**config.mk**
```make
export PLATFORM = sky130hd
export DESIGN_NAME = agd_top
export DESIGN_NICKNAME = d
export VERILOG_FILES = /design/src/hw/agd_pkg.sv /design/src/hw/agd_top.sv
export SDC_FILE = /design/constraint.sdc
export NUM_CORES = 1
export LEC_CHECK = 0
export BUFFER_PORTS_ARGS = -buffer_cell sky130_fd_sc_hd__buf_2
export CAP_MARGIN = 10
export CORE_AREA = 2 2 209 211
export DETAILED_ROUTE_END_ITERATION = 8
export DIE_AREA = 0 0 211 213
export PLACE_DENSITY = 0.67
export SYNTH_ARGS = -nofsm -noshare
export SYNTH_HDL_FRONTEND = slang
export SYNTH_SLANG_ARGS = --single-unit
```
**constraint.sdc**
```tcl
create_clock -name CLK_I -period 5.65 [get_ports CLK_I]
set_clock_uncertainty 0.05 [all_clocks]
set_input_delay 0.2825 -clock CLK_I [delete_from_list [all_inputs] [get_ports CLK_I]]
set_output_delay 0.2825 -clock CLK_I [all_outputs]
set_load 0.05 [all_outputs]
```
**src/hw/agd_pkg.sv**
```systemverilog
// Constants and types for the address generation and port decode block
package agd_pkg;
   // Register file size and stack pointer select
   localparam int unsigned GREG_COUNT = 8;
   localparam logic [2:0] STACK_PTR_SEL = 3'h4;
   // Operand combination codes
   typedef enum logic [3:0]
   {
      MODE_DISP = 4'h0,
      MODE_BASE = 4'h1,
      MODE_BASE_DISP = 4'h2,
      MODE_IDX_DISP = 4'h3,
      MODE_SIDX_DISP = 4'h4,
      MODE_BASE_IDX = 4'h5,
      MODE_BASE_SIDX = 4'h6,
      MODE_BASE_IDX_DISP = 4'h7,
      MODE_BASE_SIDX_DISP = 4'h8
   } agd_mode_type;
   // Transfer sizes
   typedef enum logic [1:0]
   {
      SIZE_BYTE = 2'h0,
      SIZE_WORD = 2'h1,
      SIZE_DWORD = 2'h2
   } agd_size_type;
   // Configuration ports and index ranges
   localparam logic [15:0] CFG_INDEX_PORT = 16'h0022;
   localparam logic [15:0] CFG_DATA_PORT = 16'h0023;
   localparam logic [7:0] CFG_IDX_LO_MIN = 8'hc0;
   localparam logic [7:0] CFG_IDX_LO_MAX = 8'hcf;
   localparam logic [7:0] CFG_IDX_HI_MIN = 8'hfe;
   localparam logic [7:0] CFG_IDX_HI_MAX = 8'hff;
   // Legacy display trap ranges
   localparam logic [15:0] TRAP_B_MIN = 16'h03b0;
   localparam logic [15:0] TRAP_B_MAX = 16'h03bf;
   localparam logic [15:0] TRAP_C_MIN = 16'h03c0;
   localparam logic [15:0] TRAP_C_MAX = 16'h03cf;
   localparam logic [15:0] TRAP_D_MIN = 16'h03d0;
   localparam logic [15:0] TRAP_D_MAX = 16'h03df;
   // Real mode and port address limits
   localparam logic [19:0] REAL_ADDR_MASK = 20'hfffff;
   localparam logic [31:0] IO_ADDR_MASK = 32'h0000ffff;
endpackage

```
**src/hw/agd_top.sv**
```systemverilog
// Address generation and I/O port decode block
// Overview of operation
// - Offset is sum of base, index, displacement
// - Only index is scaled by 1,2,4,8
// - Any base register; stack pointer never indexes
// - Nine operand combinations supported
// - Offset 16 bits real, 32 bits protected
// - Real address is segment times sixteen plus offset
// - Real mode memory limited to one megabyte
// - Memory 32-bit, I/O ports 16-bit
// - I/O transfers byte, word or dword
// - No special coprocessor I/O region
// - Configuration hits produce no external cycle
// - Data port needs preceding valid index write
// - Invalid index write goes external, no change
// - Index port reads always go external
// - Enabled legacy display ports raise trap
// - Multi-byte values stored low byte first
module agd_top
(
   // Clock and reset
   input  wire logic                  CLK_I,
   input  wire logic                  RST_N_I,
   // Address request
   input  wire logic                  AGEN_REQ_I,
   input  wire agd_pkg::agd_mode_type MODE_I,
   input  wire logic [2:0]            BASE_SEL_I,
   input  wire logic [2:0]            INDEX_SEL_I,
   input  wire logic [1:0]            INDEX_SCALE_I,
   input  wire logic [31:0]           INSTR_DISPLACEMENT_I,
   input  wire logic [255:0]          GREG_FILE_I,
   input  wire logic [15:0]           SEGMENT_I,
   input  wire logic                  PROT_MODE_I,
   input  wire agd_pkg::agd_size_type MEM_SIZE_I,
   // Address answer
   output logic                       ADDR_VALID_O,
   output logic                       ADDR_FAULT_O,
   output logic [31:0]                EFFECTIVE_OFFSET_O,
   output logic [31:0]                PHYS_ADDR_O,
   output logic [3:0]                 BYTE_EN_O,
   // I/O request
   input  wire logic                  IO_REQ_I,
   input  wire logic                  IO_WRITE_I,
   input  wire logic [31:0]           IO_ADDR_I,
   input  wire agd_pkg::agd_size_type IO_SIZE_I,
   input  wire logic [31:0]           IO_WDATA_I,
   input  wire logic                  TRAP_ENABLE_B_I,
   input  wire logic                  TRAP_ENABLE_C_I,
   input  wire logic                  TRAP_ENABLE_D_I,
   // I/O answer
   output logic                       EXT_IO_O,
   output logic                       EXT_IO_WRITE_O,
   output logic [15:0]                EXT_IO_ADDR_O,
   output logic [3:0]                 EXT_IO_BE_O,
   output logic [31:0]                EXT_IO_WDATA_O,
   output logic                       CFG_WR_O,
   output logic                       CFG_RD_O,
   output logic [7:0]                 CFG_INDEX_O,
   output logic [7:0]                 CFG_WDATA_O,
   output logic                       SYSTEM_MGMT_TRAP_O
);
   import agd_pkg::*;

   //----------------------------------------------------------------
   // State
   //----------------------------------------------------------------
   typedef struct packed
   {
      logic        addr_valid;
      logic        addr_fault;
      logic [31:0] offset;
      logic [31:0] phys;
      logic [3:0]  byte_en;
      logic        ext_io;
      logic        ext_write;
      logic [15:0] ext_addr;
      logic [3:0]  ext_be;
      logic [31:0] ext_wdata;
      logic        cfg_wr;
      logic        cfg_rd;
      logic [7:0]  cfg_index;
      logic [7:0]  cfg_wdata;
      logic        trap;
      logic        index_valid;
      logic [7:0]  held_index;
   } agd_state_type;

   agd_state_type state;
   agd_state_type next_state;

   //----------------------------------------------------------------
   // Helpers
   //----------------------------------------------------------------
   // Byte lanes for a size at a byte offset, low byte at low address
   function automatic logic [3:0] lanes(input agd_size_type sz, input logic [1:0] a);
      logic [3:0] m;
      m = 4'h1;
      unique case (sz)
         SIZE_BYTE:  m = 4'h1;
         SIZE_WORD:  m = 4'h3;
         SIZE_DWORD: m = 4'hf;
         default:    m = 4'h1;
      endcase
      lanes = 4'((m << a) & 4'hf);
   endfunction

   // Valid configuration index test
   function automatic logic idx_ok(input logic [7:0] v);
      idx_ok = ((v >= CFG_IDX_LO_MIN) && (v <= CFG_IDX_LO_MAX)) ||
               ((v >= CFG_IDX_HI_MIN) && (v <= CFG_IDX_HI_MAX));
   endfunction

   // Range test on a port address
   function automatic logic in_rng(input logic [15:0] p, input logic [15:0] lo,
                                   input logic [15:0] hi);
      in_rng = (p >= lo) && (p <= hi);
   endfunction

   //----------------------------------------------------------------
   // Operand selection
   //----------------------------------------------------------------
   logic [31:0] base_val;
   logic [31:0] index_val;
   logic [31:0] scaled;
   logic        use_base;
   logic        use_index;
   logic        use_scale;
   logic        use_disp;
   logic        bad_mode;
   logic [31:0] sum;
   logic [31:0] offset_m;
   logic [19:0] real_addr;
   logic [15:0] io_port;
   logic        is_trap;

   // Decode which parts the combination uses
   always_comb
   begin
      use_base = 1'b0;
      use_index = 1'b0;
      use_scale = 1'b0;
      use_disp = 1'b0;
      bad_mode = 1'b0;
      unique case (MODE_I)
         MODE_DISP:           use_disp = 1'b1;
         MODE_BASE:           use_base = 1'b1;
         MODE_BASE_DISP:      {use_base, use_disp} = 2'h3;
         MODE_IDX_DISP:       {use_index, use_disp} = 2'h3;
         MODE_SIDX_DISP:      {use_index, use_scale, use_disp} = 3'h7;
         MODE_BASE_IDX:       {use_base, use_index} = 2'h3;
         MODE_BASE_SIDX:      {use_base, use_index, use_scale} = 3'h7;
         MODE_BASE_IDX_DISP:  {use_base, use_index, use_disp} = 3'h7;
         MODE_BASE_SIDX_DISP: {use_base, use_index, use_scale, use_disp} = 4'hf;
         default:             bad_mode = 1'b1;
      endcase
      if (use_index && (INDEX_SEL_I == STACK_PTR_SEL))
      begin
         bad_mode = 1'b1;
      end
   end

   // Register reads and offset sum
   always_comb
   begin
      base_val = GREG_FILE_I[BASE_SEL_I * 32 +: 32];
      index_val = GREG_FILE_I[INDEX_SEL_I * 32 +: 32];
      scaled = use_scale ? 32'(index_val << INDEX_SCALE_I) : index_val;
      // sum of up to three parts
      sum = (use_base ? base_val : 32'h0) + (use_index ? scaled : 32'h0) +
            (use_disp ? INSTR_DISPLACEMENT_I : 32'h0);
      offset_m = PROT_MODE_I ? sum : {16'h0, sum[15:0]};
      real_addr = 20'({SEGMENT_I, 4'h0} + {4'h0, offset_m[15:0]});
      // ports keep low sixteen bits; no coprocessor region
      io_port = IO_ADDR_I[15:0];
      is_trap = (TRAP_ENABLE_B_I && in_rng(io_port, TRAP_B_MIN, TRAP_B_MAX)) ||
                (TRAP_ENABLE_C_I && in_rng(io_port, TRAP_C_MIN, TRAP_C_MAX)) ||
                (TRAP_ENABLE_D_I && in_rng(io_port, TRAP_D_MIN, TRAP_D_MAX));
   end

   //----------------------------------------------------------------
   // Next state
   //----------------------------------------------------------------
   always_comb
   begin
      next_state = state;
      next_state.addr_valid = 1'b0;
      next_state.ext_io = 1'b0;
      next_state.cfg_wr = 1'b0;
      next_state.cfg_rd = 1'b0;
      next_state.trap = 1'b0;
      // Address answer
      if (AGEN_REQ_I)
      begin
         next_state.addr_valid = 1'b1;
         next_state.addr_fault = bad_mode;
         next_state.offset = offset_m;
         next_state.phys = PROT_MODE_I ? offset_m : {12'h0, real_addr & REAL_ADDR_MASK};
         next_state.byte_en = lanes(MEM_SIZE_I, next_state.phys[1:0]);
      end
      // I/O decode
      if (IO_REQ_I)
      begin
         next_state.ext_write = IO_WRITE_I;
         next_state.ext_addr = IO_ADDR_I[15:0] & IO_ADDR_MASK[15:0];
         next_state.ext_be = lanes(IO_SIZE_I, IO_ADDR_I[1:0]);
         next_state.ext_wdata = IO_WDATA_I;
         if (is_trap)
         begin
            next_state.trap = 1'b1;
         end
         else if (io_port == CFG_INDEX_PORT)
         begin
            if (!IO_WRITE_I)
            begin
               next_state.ext_io = 1'b1;
               next_state.index_valid = 1'b0;
            end
            else if (idx_ok(IO_WDATA_I[7:0]))
            begin
               // remember index for the data port
               next_state.index_valid = 1'b1;
               next_state.held_index = IO_WDATA_I[7:0];
            end
            else
            begin
               next_state.ext_io = 1'b1;
               next_state.index_valid = 1'b0;
            end
         end
         else if (io_port == CFG_DATA_PORT)
         begin
            if (state.index_valid)
            begin
               next_state.cfg_wr = IO_WRITE_I;
               next_state.cfg_rd = !IO_WRITE_I;
               next_state.cfg_index = state.held_index;
               next_state.cfg_wdata = IO_WDATA_I[7:0];
            end
            else
            begin
               next_state.ext_io = 1'b1;
            end
            next_state.index_valid = 1'b0;
         end
         else
         begin
            // any other untrapped port access breaks the pairing
            next_state.ext_io = 1'b1;
            next_state.index_valid = 1'b0;
         end
      end
   end

   //----------------------------------------------------------------
   // Registers
   //----------------------------------------------------------------
   always_ff @(posedge CLK_I)
   begin
      if (!RST_N_I)
      begin
         state <= '0;
      end
      else
      begin
         state <= next_state;
      end
   end

   // Outputs straight from flip-flops
   assign ADDR_VALID_O = state.addr_valid;
   assign ADDR_FAULT_O = state.addr_fault;
   assign EFFECTIVE_OFFSET_O = state.offset;
   assign PHYS_ADDR_O = state.phys;
   assign BYTE_EN_O = state.byte_en;
   assign EXT_IO_O = state.ext_io;
   assign EXT_IO_WRITE_O = state.ext_write;
   assign EXT_IO_ADDR_O = state.ext_addr;
   assign EXT_IO_BE_O = state.ext_be;
   assign EXT_IO_WDATA_O = state.ext_wdata;
   assign CFG_WR_O = state.cfg_wr;
   assign CFG_RD_O = state.cfg_rd;
   assign CFG_INDEX_O = state.cfg_index;
   assign CFG_WDATA_O = state.cfg_wdata;
   assign SYSTEM_MGMT_TRAP_O = state.trap;
endmodule

```
# --- Word-level counts from Yosys, hierarchy flattened ---
# Cells that the tools add are included.
word_totals:
  output_inout_bits: 143
  input_bits: 393
  mem_bits_ro: 0
  mem_bits_rw: 0
  ff_bits: 152
  mem_count: 0
  word_cells: 107
  latchBits: 0
classes:
  n_lt_le_gt_ge: 10
  bitwise: 6
  addsub: 3
  n_eq_ne: 15
  mul: 0
  n_reduce_logical: 25
  div: 0
  n_mux: 26
  n_shift: 5
ops:
  columns: ["operator", "n"]
  rows:
  - ["$shiftx 256x9->32", 2]
  - ["$mux 32", 6]
  - ["$mux 70", 1]
  - ["$add 32x32->32", 2]
  - ["$ge 16x10->1 const B", 3]
  - ["$le 16x10->1 const B", 3]
  - ["$eq 16x6->1 const B", 2]
  - ["$shl 32x2->32", 1]
  - ["$reduce_or 6->1", 4]
  - ["$add 20x16->20", 1]
  - ["$eq 4x3->1 const B", 4]
  - ["$ge 8x8->1 const B", 2]
  - ["$le 8x8->1 const B", 2]
  - ["$pmux 4 s2", 2]
  - ["$mux 1", 15]
  - ["$reduce_and 5->1", 2]
  - ["$logic_and 1x1->1", 9]
  - ["$reduce_or 9->1", 1]
  - ["$eq 4x2->1 const B", 2]
  - ["$mux 4", 2]
  - ["$shl 4x2->4", 2]
  - ["$not 1->1", 6]
  - ["$reduce_or 3->1", 2]
  - ["$eq 2x1->1 const B", 2]
  - ["other kinds (8)", 12]

# --- Longest topological paths before layout ---
depth:
  ltp_word: 12
  depth_mapped: 29
  ltp_nobuf: 26

# --- Least setup slack after synthesis ---
# No wires, ideal clock.
synth_path:
  path_kind: "in2reg"
  from: "input INDEX_SEL_I[0]"
  to: "register state, in the netlist PHYS_ADDR_O[15]"
  required_ns: 5.463
  setup_slack_ns: -0.335
  setup_ns: 0.137
  arrival_ns: 5.798
  path_stages: 28
  path_cell_list: "buf_4 buf_2 buf_2 mux4_2 mux2i_1 nand2_1 o21ai_0 nor3_1 a21oi_1 nor2_1 fa_1 ha_1 inv_1 fa_1 nor2b_1 o31a_1 o21ai_0 a21boi_0 o21a_1 or3_1 and2_1 ha_1 and3_1 a21oi_1 o21ai_0 and3b_1 o31ai_1 a31oi_1"
synth_between:
  elab_chain_len: 9
synth_lines:
  columns: ["element", "line_no", "text"]
  rows:
  - ["start: declaration", "agd_top.sv:28", "input wire logic [2:0] INDEX_SEL_I,"]
  - ["$shiftx 256x9->32 (*)", "agd_top.sv:166", "index_val = GREG_FILE_I[INDEX_SEL_I * 32 +: 32];"]
  - ["$shl 32x2->32", "agd_top.sv:167", "scaled = use_scale ? 32'(index_val << INDEX_SCALE_I) : index_val;"]
  - ["$mux 32 (*)", "agd_top.sv:167", null]
  - ["$mux 32 (*)", "agd_top.sv:169", "sum = (use_base ? base_val : 32'h0) + (use_index ? scaled : 32'h0) +"]
  - ["$add 32x32->32 (*) (2 in series)", "agd_top.sv:169", null]
  - ["$mux 32 (*)", "agd_top.sv:171", "offset_m = PROT_MODE_I ? sum : {16'h0, sum[15:0]};"]
  - ["via offset_m[9]", "agd_top.sv:131", "logic [31:0] offset_m;"]
  - ["$add 20x16->20 (*)", "agd_top.sv:172", "real_addr = 20'({SEGMENT_I, 4'h0} + {4'h0, offset_m[15:0]});"]
  - ["$mux 32 (*)", "agd_top.sv:197", "next_state.phys = PROT_MODE_I ? offset_m : {12'h0, real_addr & REAL_ADDR_MASK};"]
  - ["end signal: assignment", "agd_top.sv:265", "state <= next_state;"]
  - ["end: declaration", "agd_top.sv:88", "agd_state_type state;"]
# Mark *: on every way through the listed nets, which the timed path passes. The rest lies on a longest branch.
# A chain may end at the register's enable or synchronous reset.

# --- Final worst setup path ---
layout_path:
  from: "input INDEX_SEL_I[0]"
  to: "register state, in the netlist PHYS_ADDR_O[18]"
# The elaborated chain is that of the path after synthesis.

==> results.yml <==
routing:
  vias: 13400
  ant_nets: 0
  dr.pass1.iters: 5
  routed_via_density: 5.26
  routed_wl_um: 53800
  drt-wirelength-per-cell_um: 21.1
  drc: 0
  drt_iter0_markers: 688
outcome:
  outcome: "completed"
power:
  irDropWorstVdd_v: 0.000207
  powerDensity_nw_per_um2: 252
  leakagePower_nw: 8.51
timing:
  holdWs_ns: 0.0459
  slew_viol_final: 0
  rsz0062_at_grt: "false"
  relSlewSlack: 0.232
  finalHoldViolCount: 0
  setup_viol: 0
  fmax_mhz: 188
  fin_ws_ns: 0.332
  finalCritPeriodShare: 0.941
  min_period_ns: 5.32
  final.setup.tns_ns: 0
  worst_pin_slew_ns: 1.15
critical_path:
  crit_path_start_kind: "primary input"
  critPathKind: "primary input to register"
  slowest_stage: "mux4_2"
  crit_arrival_ns: 5.53
  required_ns: 5.86
  cp-end-kind: "register"
  cp_max_fo: 8
  critPathBufInv: 5
  critical-path-top-delay-family: "simple AND/OR/NAND/NOR gates"
  slowest_delay_ns: 0.48
synthesis:
  synth_top_area_share: 0.204
  ys_types: 71
  syn_area_per_cell_um2: 9.38
  syn_area_um2: 14100
  ys_ff_latch: 136
  synth_cells: 1507
  yosys_warnings: 0
  synth_area_leaders: "mux4_2, dfxtp_1, mux2i_1, buf_4, fa_1"
  synth_edf_count: 0
  synth_nets: 1978
  synthTopCellsByCount: "nor2_1, buf_4, dfxtp_1"
  yosysTopAreaCell: "mux4_2"
  synth_ff_type: "dfxtp_1"
  seq_area_frac_synth: 0.193
  synthArstFlopShare: 0
  synth.most_common_cell: "nor2_1"
final_layout:
  seqCellArea_um2: 2720
  instances_no_fill: 2548
  drive_gt1_frac: 0.465
  area_growth_syn_to_layout_pct: 27.3
  fin_util: 0.421
  multiInputGateArea_um2: 9790
  nets: 2439
  fill_cells: 4224
clock_network:
  clockBufferDepth: 2
  cts_tree: "done"
  clk_latency_ns: 0.43
  cts_setup_buffers: 0
  cts_sinks: 136
  clk_pin_slew_ns: 0.06
  cts_max_level: 4
  cts_inserted_buffers: 17
  cts-root-buf: "clkbuf_16"
place:
  numPlacedInstances: 2494
  dp_hpwl_um: 46000
  dp_slack_ns: -0.353
  portBuffers: 519
  gp_congestion: 0.986
die:
  core_um2: 42700
  dieWidth_um: 211
  die-area_um2: 44900
  rows: 76
  initial_utilization: 0.331
  die_h_um: 213
  ioPinCount: 536
flow_run:
  max_cap_violations: 0
grt:
  grt_pass1_wl_um: 77500
  grt_use_total: 0.231
  globalRouteOverflowTotal: 0
  grt_pass1_vias: 13600
  antenna_found_initial: 29
  grt_max_degree: 107
hold_path:
  holdCritPathClass: "primary input to register"
registers in the layout, indices dropped and copies added (netlist names), 4 cells and up:
| signal | count |
|---|---|
| CFG_INDEX_O | 8 |
| PHYS_ADDR_O | 18 |
| BYTE_EN_O | 4 |
| EXT_IO_BE_O | 4 |
| EFFECTIVE_OFFSET_O | 30 |
| EXT_IO_ADDR_O | 16 |
| CFG_WDATA_O | 8 |
| state | 9 |
| EXT_IO_WDATA_O | 32 |
cells by family (layout without fill, tap and decap cells):
logic type / count (synthesis) / in the layout / synth area share
muxes: 312 / 312 / 0.339
other: 0 / 22 / 0
AOI/OAI and AO/OA: 263 / 263 / 0.123
DFF: 136 / 136 / 0.193
and+or+nand+nor: 378 / 378 / 0.119
buffers and inverters: 310 / 783 / 0.121
xor gates and xnor gates: 30 / 30 / 0.0196
adders and majority gates: 78 / 78 / 0.0865
path summary, 6_finish.rpt:
check / from / end / slack (ns) / cells past startpoint
max reg2reg: state[8] / CFG_INDEX_O[5] / 4.22 / 5
min reg2reg: EFFECTIVE_OFFSET_O[17] / EFFECTIVE_OFFSET_O[17] / 0.41 / 2
max: INDEX_SEL_I[0] / PHYS_ADDR_O[18] / 0.33 / 26
min: IO_WDATA_I[31] / EXT_IO_WDATA_O[31] / 0.05 / 3
cells in the final DEF, fill, tap and decap left out, types with 6 or more instances in the layout:
cell type / Yosys / routed
o21a_1: 11 / 11
buf_2: 10 / 517
and2_1: 10 / 10
diode_2: 0 / 22
mux2i_1: 128 / 125
xor2_1: 10 / 9
a22o_1: 7 / 7
a211oi_1: 13 / 12
mux2_2: 56 / 56
nand3_1: 16 / 16
inv_1: 76 / 76
nor2_1: 155 / 153
and3_1: 16 / 16
nand2_1: 117 / 117
clkbuf_16: 0 / 17
xnor2_1: 19 / 18
buf_4: 140 / 151
ha_1: 45 / 45
dfxtp_1: 136 / 136
or3_1: 7 / 7
o21ai_0: 58 / 51
a21oi_1: 72 / 71
nor3_1: 21 / 19
mux4_2: 128 / 128
a21o_1: 11 / 11
nor2b_1: 6 / 6
o21bai_1: 8 / 8
o21ai_1: 2 / 7
a31oi_1: 8 / 8
o211ai_1: 21 / 21
fa_1: 33 / 33
routing by layer:
layer,share of wire,up-vias,global-route usage,wire length (um)
li1,-,6325,-,-
met4,0.048,4,0.147,2570
met1,0.36,6370,0.236,19600
met5,0.00050,-,0,27
met3,0.069,112,0.0557,3710
met2,0.52,585,0.423,27900
tightest hold or removal path, delay by kind of cell:
kind          cells  cell delay (ns)
simple gates      1             0.08
buf+inv           1             0.07
mux               1             0.06
layout make-up:
| class | count | share of cell area |
|---|---|---|
| clock buffers | 18 | 0.0244 |
| inverters | 78 | 0.0163 |
| multi-input cells | 1061 | 0.544 |
| repair buffers | 674 | 0.212 |
| flip-flops and latches | 136 | 0.151 |
| diodes | 22 | 0.00306 |
| well taps | 546 | 0.0380 |
| clock inverters | 13 | 0.0102 |
timing repair:
item                                   in CTS  in global routing
setup endpoints to repair                   0                 10
resized for setup                           0                 23
hold buffers                                1                  0
endpoints found under the hold margin       1                  0
where the power goes:
group / switching (W) / internal [W]
clock network: 0.000469 / 0.000718
registers: 0.0000403 / 0.00103
logic: 0.00129 / 0.000988
total: 0.00180 / 0.00274
through the flow:
step,instance area (um2),total power [W]
2_1_floorplan,14200,0.00262
3_3_place_gp,17200,0.00330
3_5_place_dp,17200,0.00334
4_1_cts,17900,0.00455
5_1_grt,18000,0.00481
6_report,18000,0.00454
(Power assumes the default switching activity.)
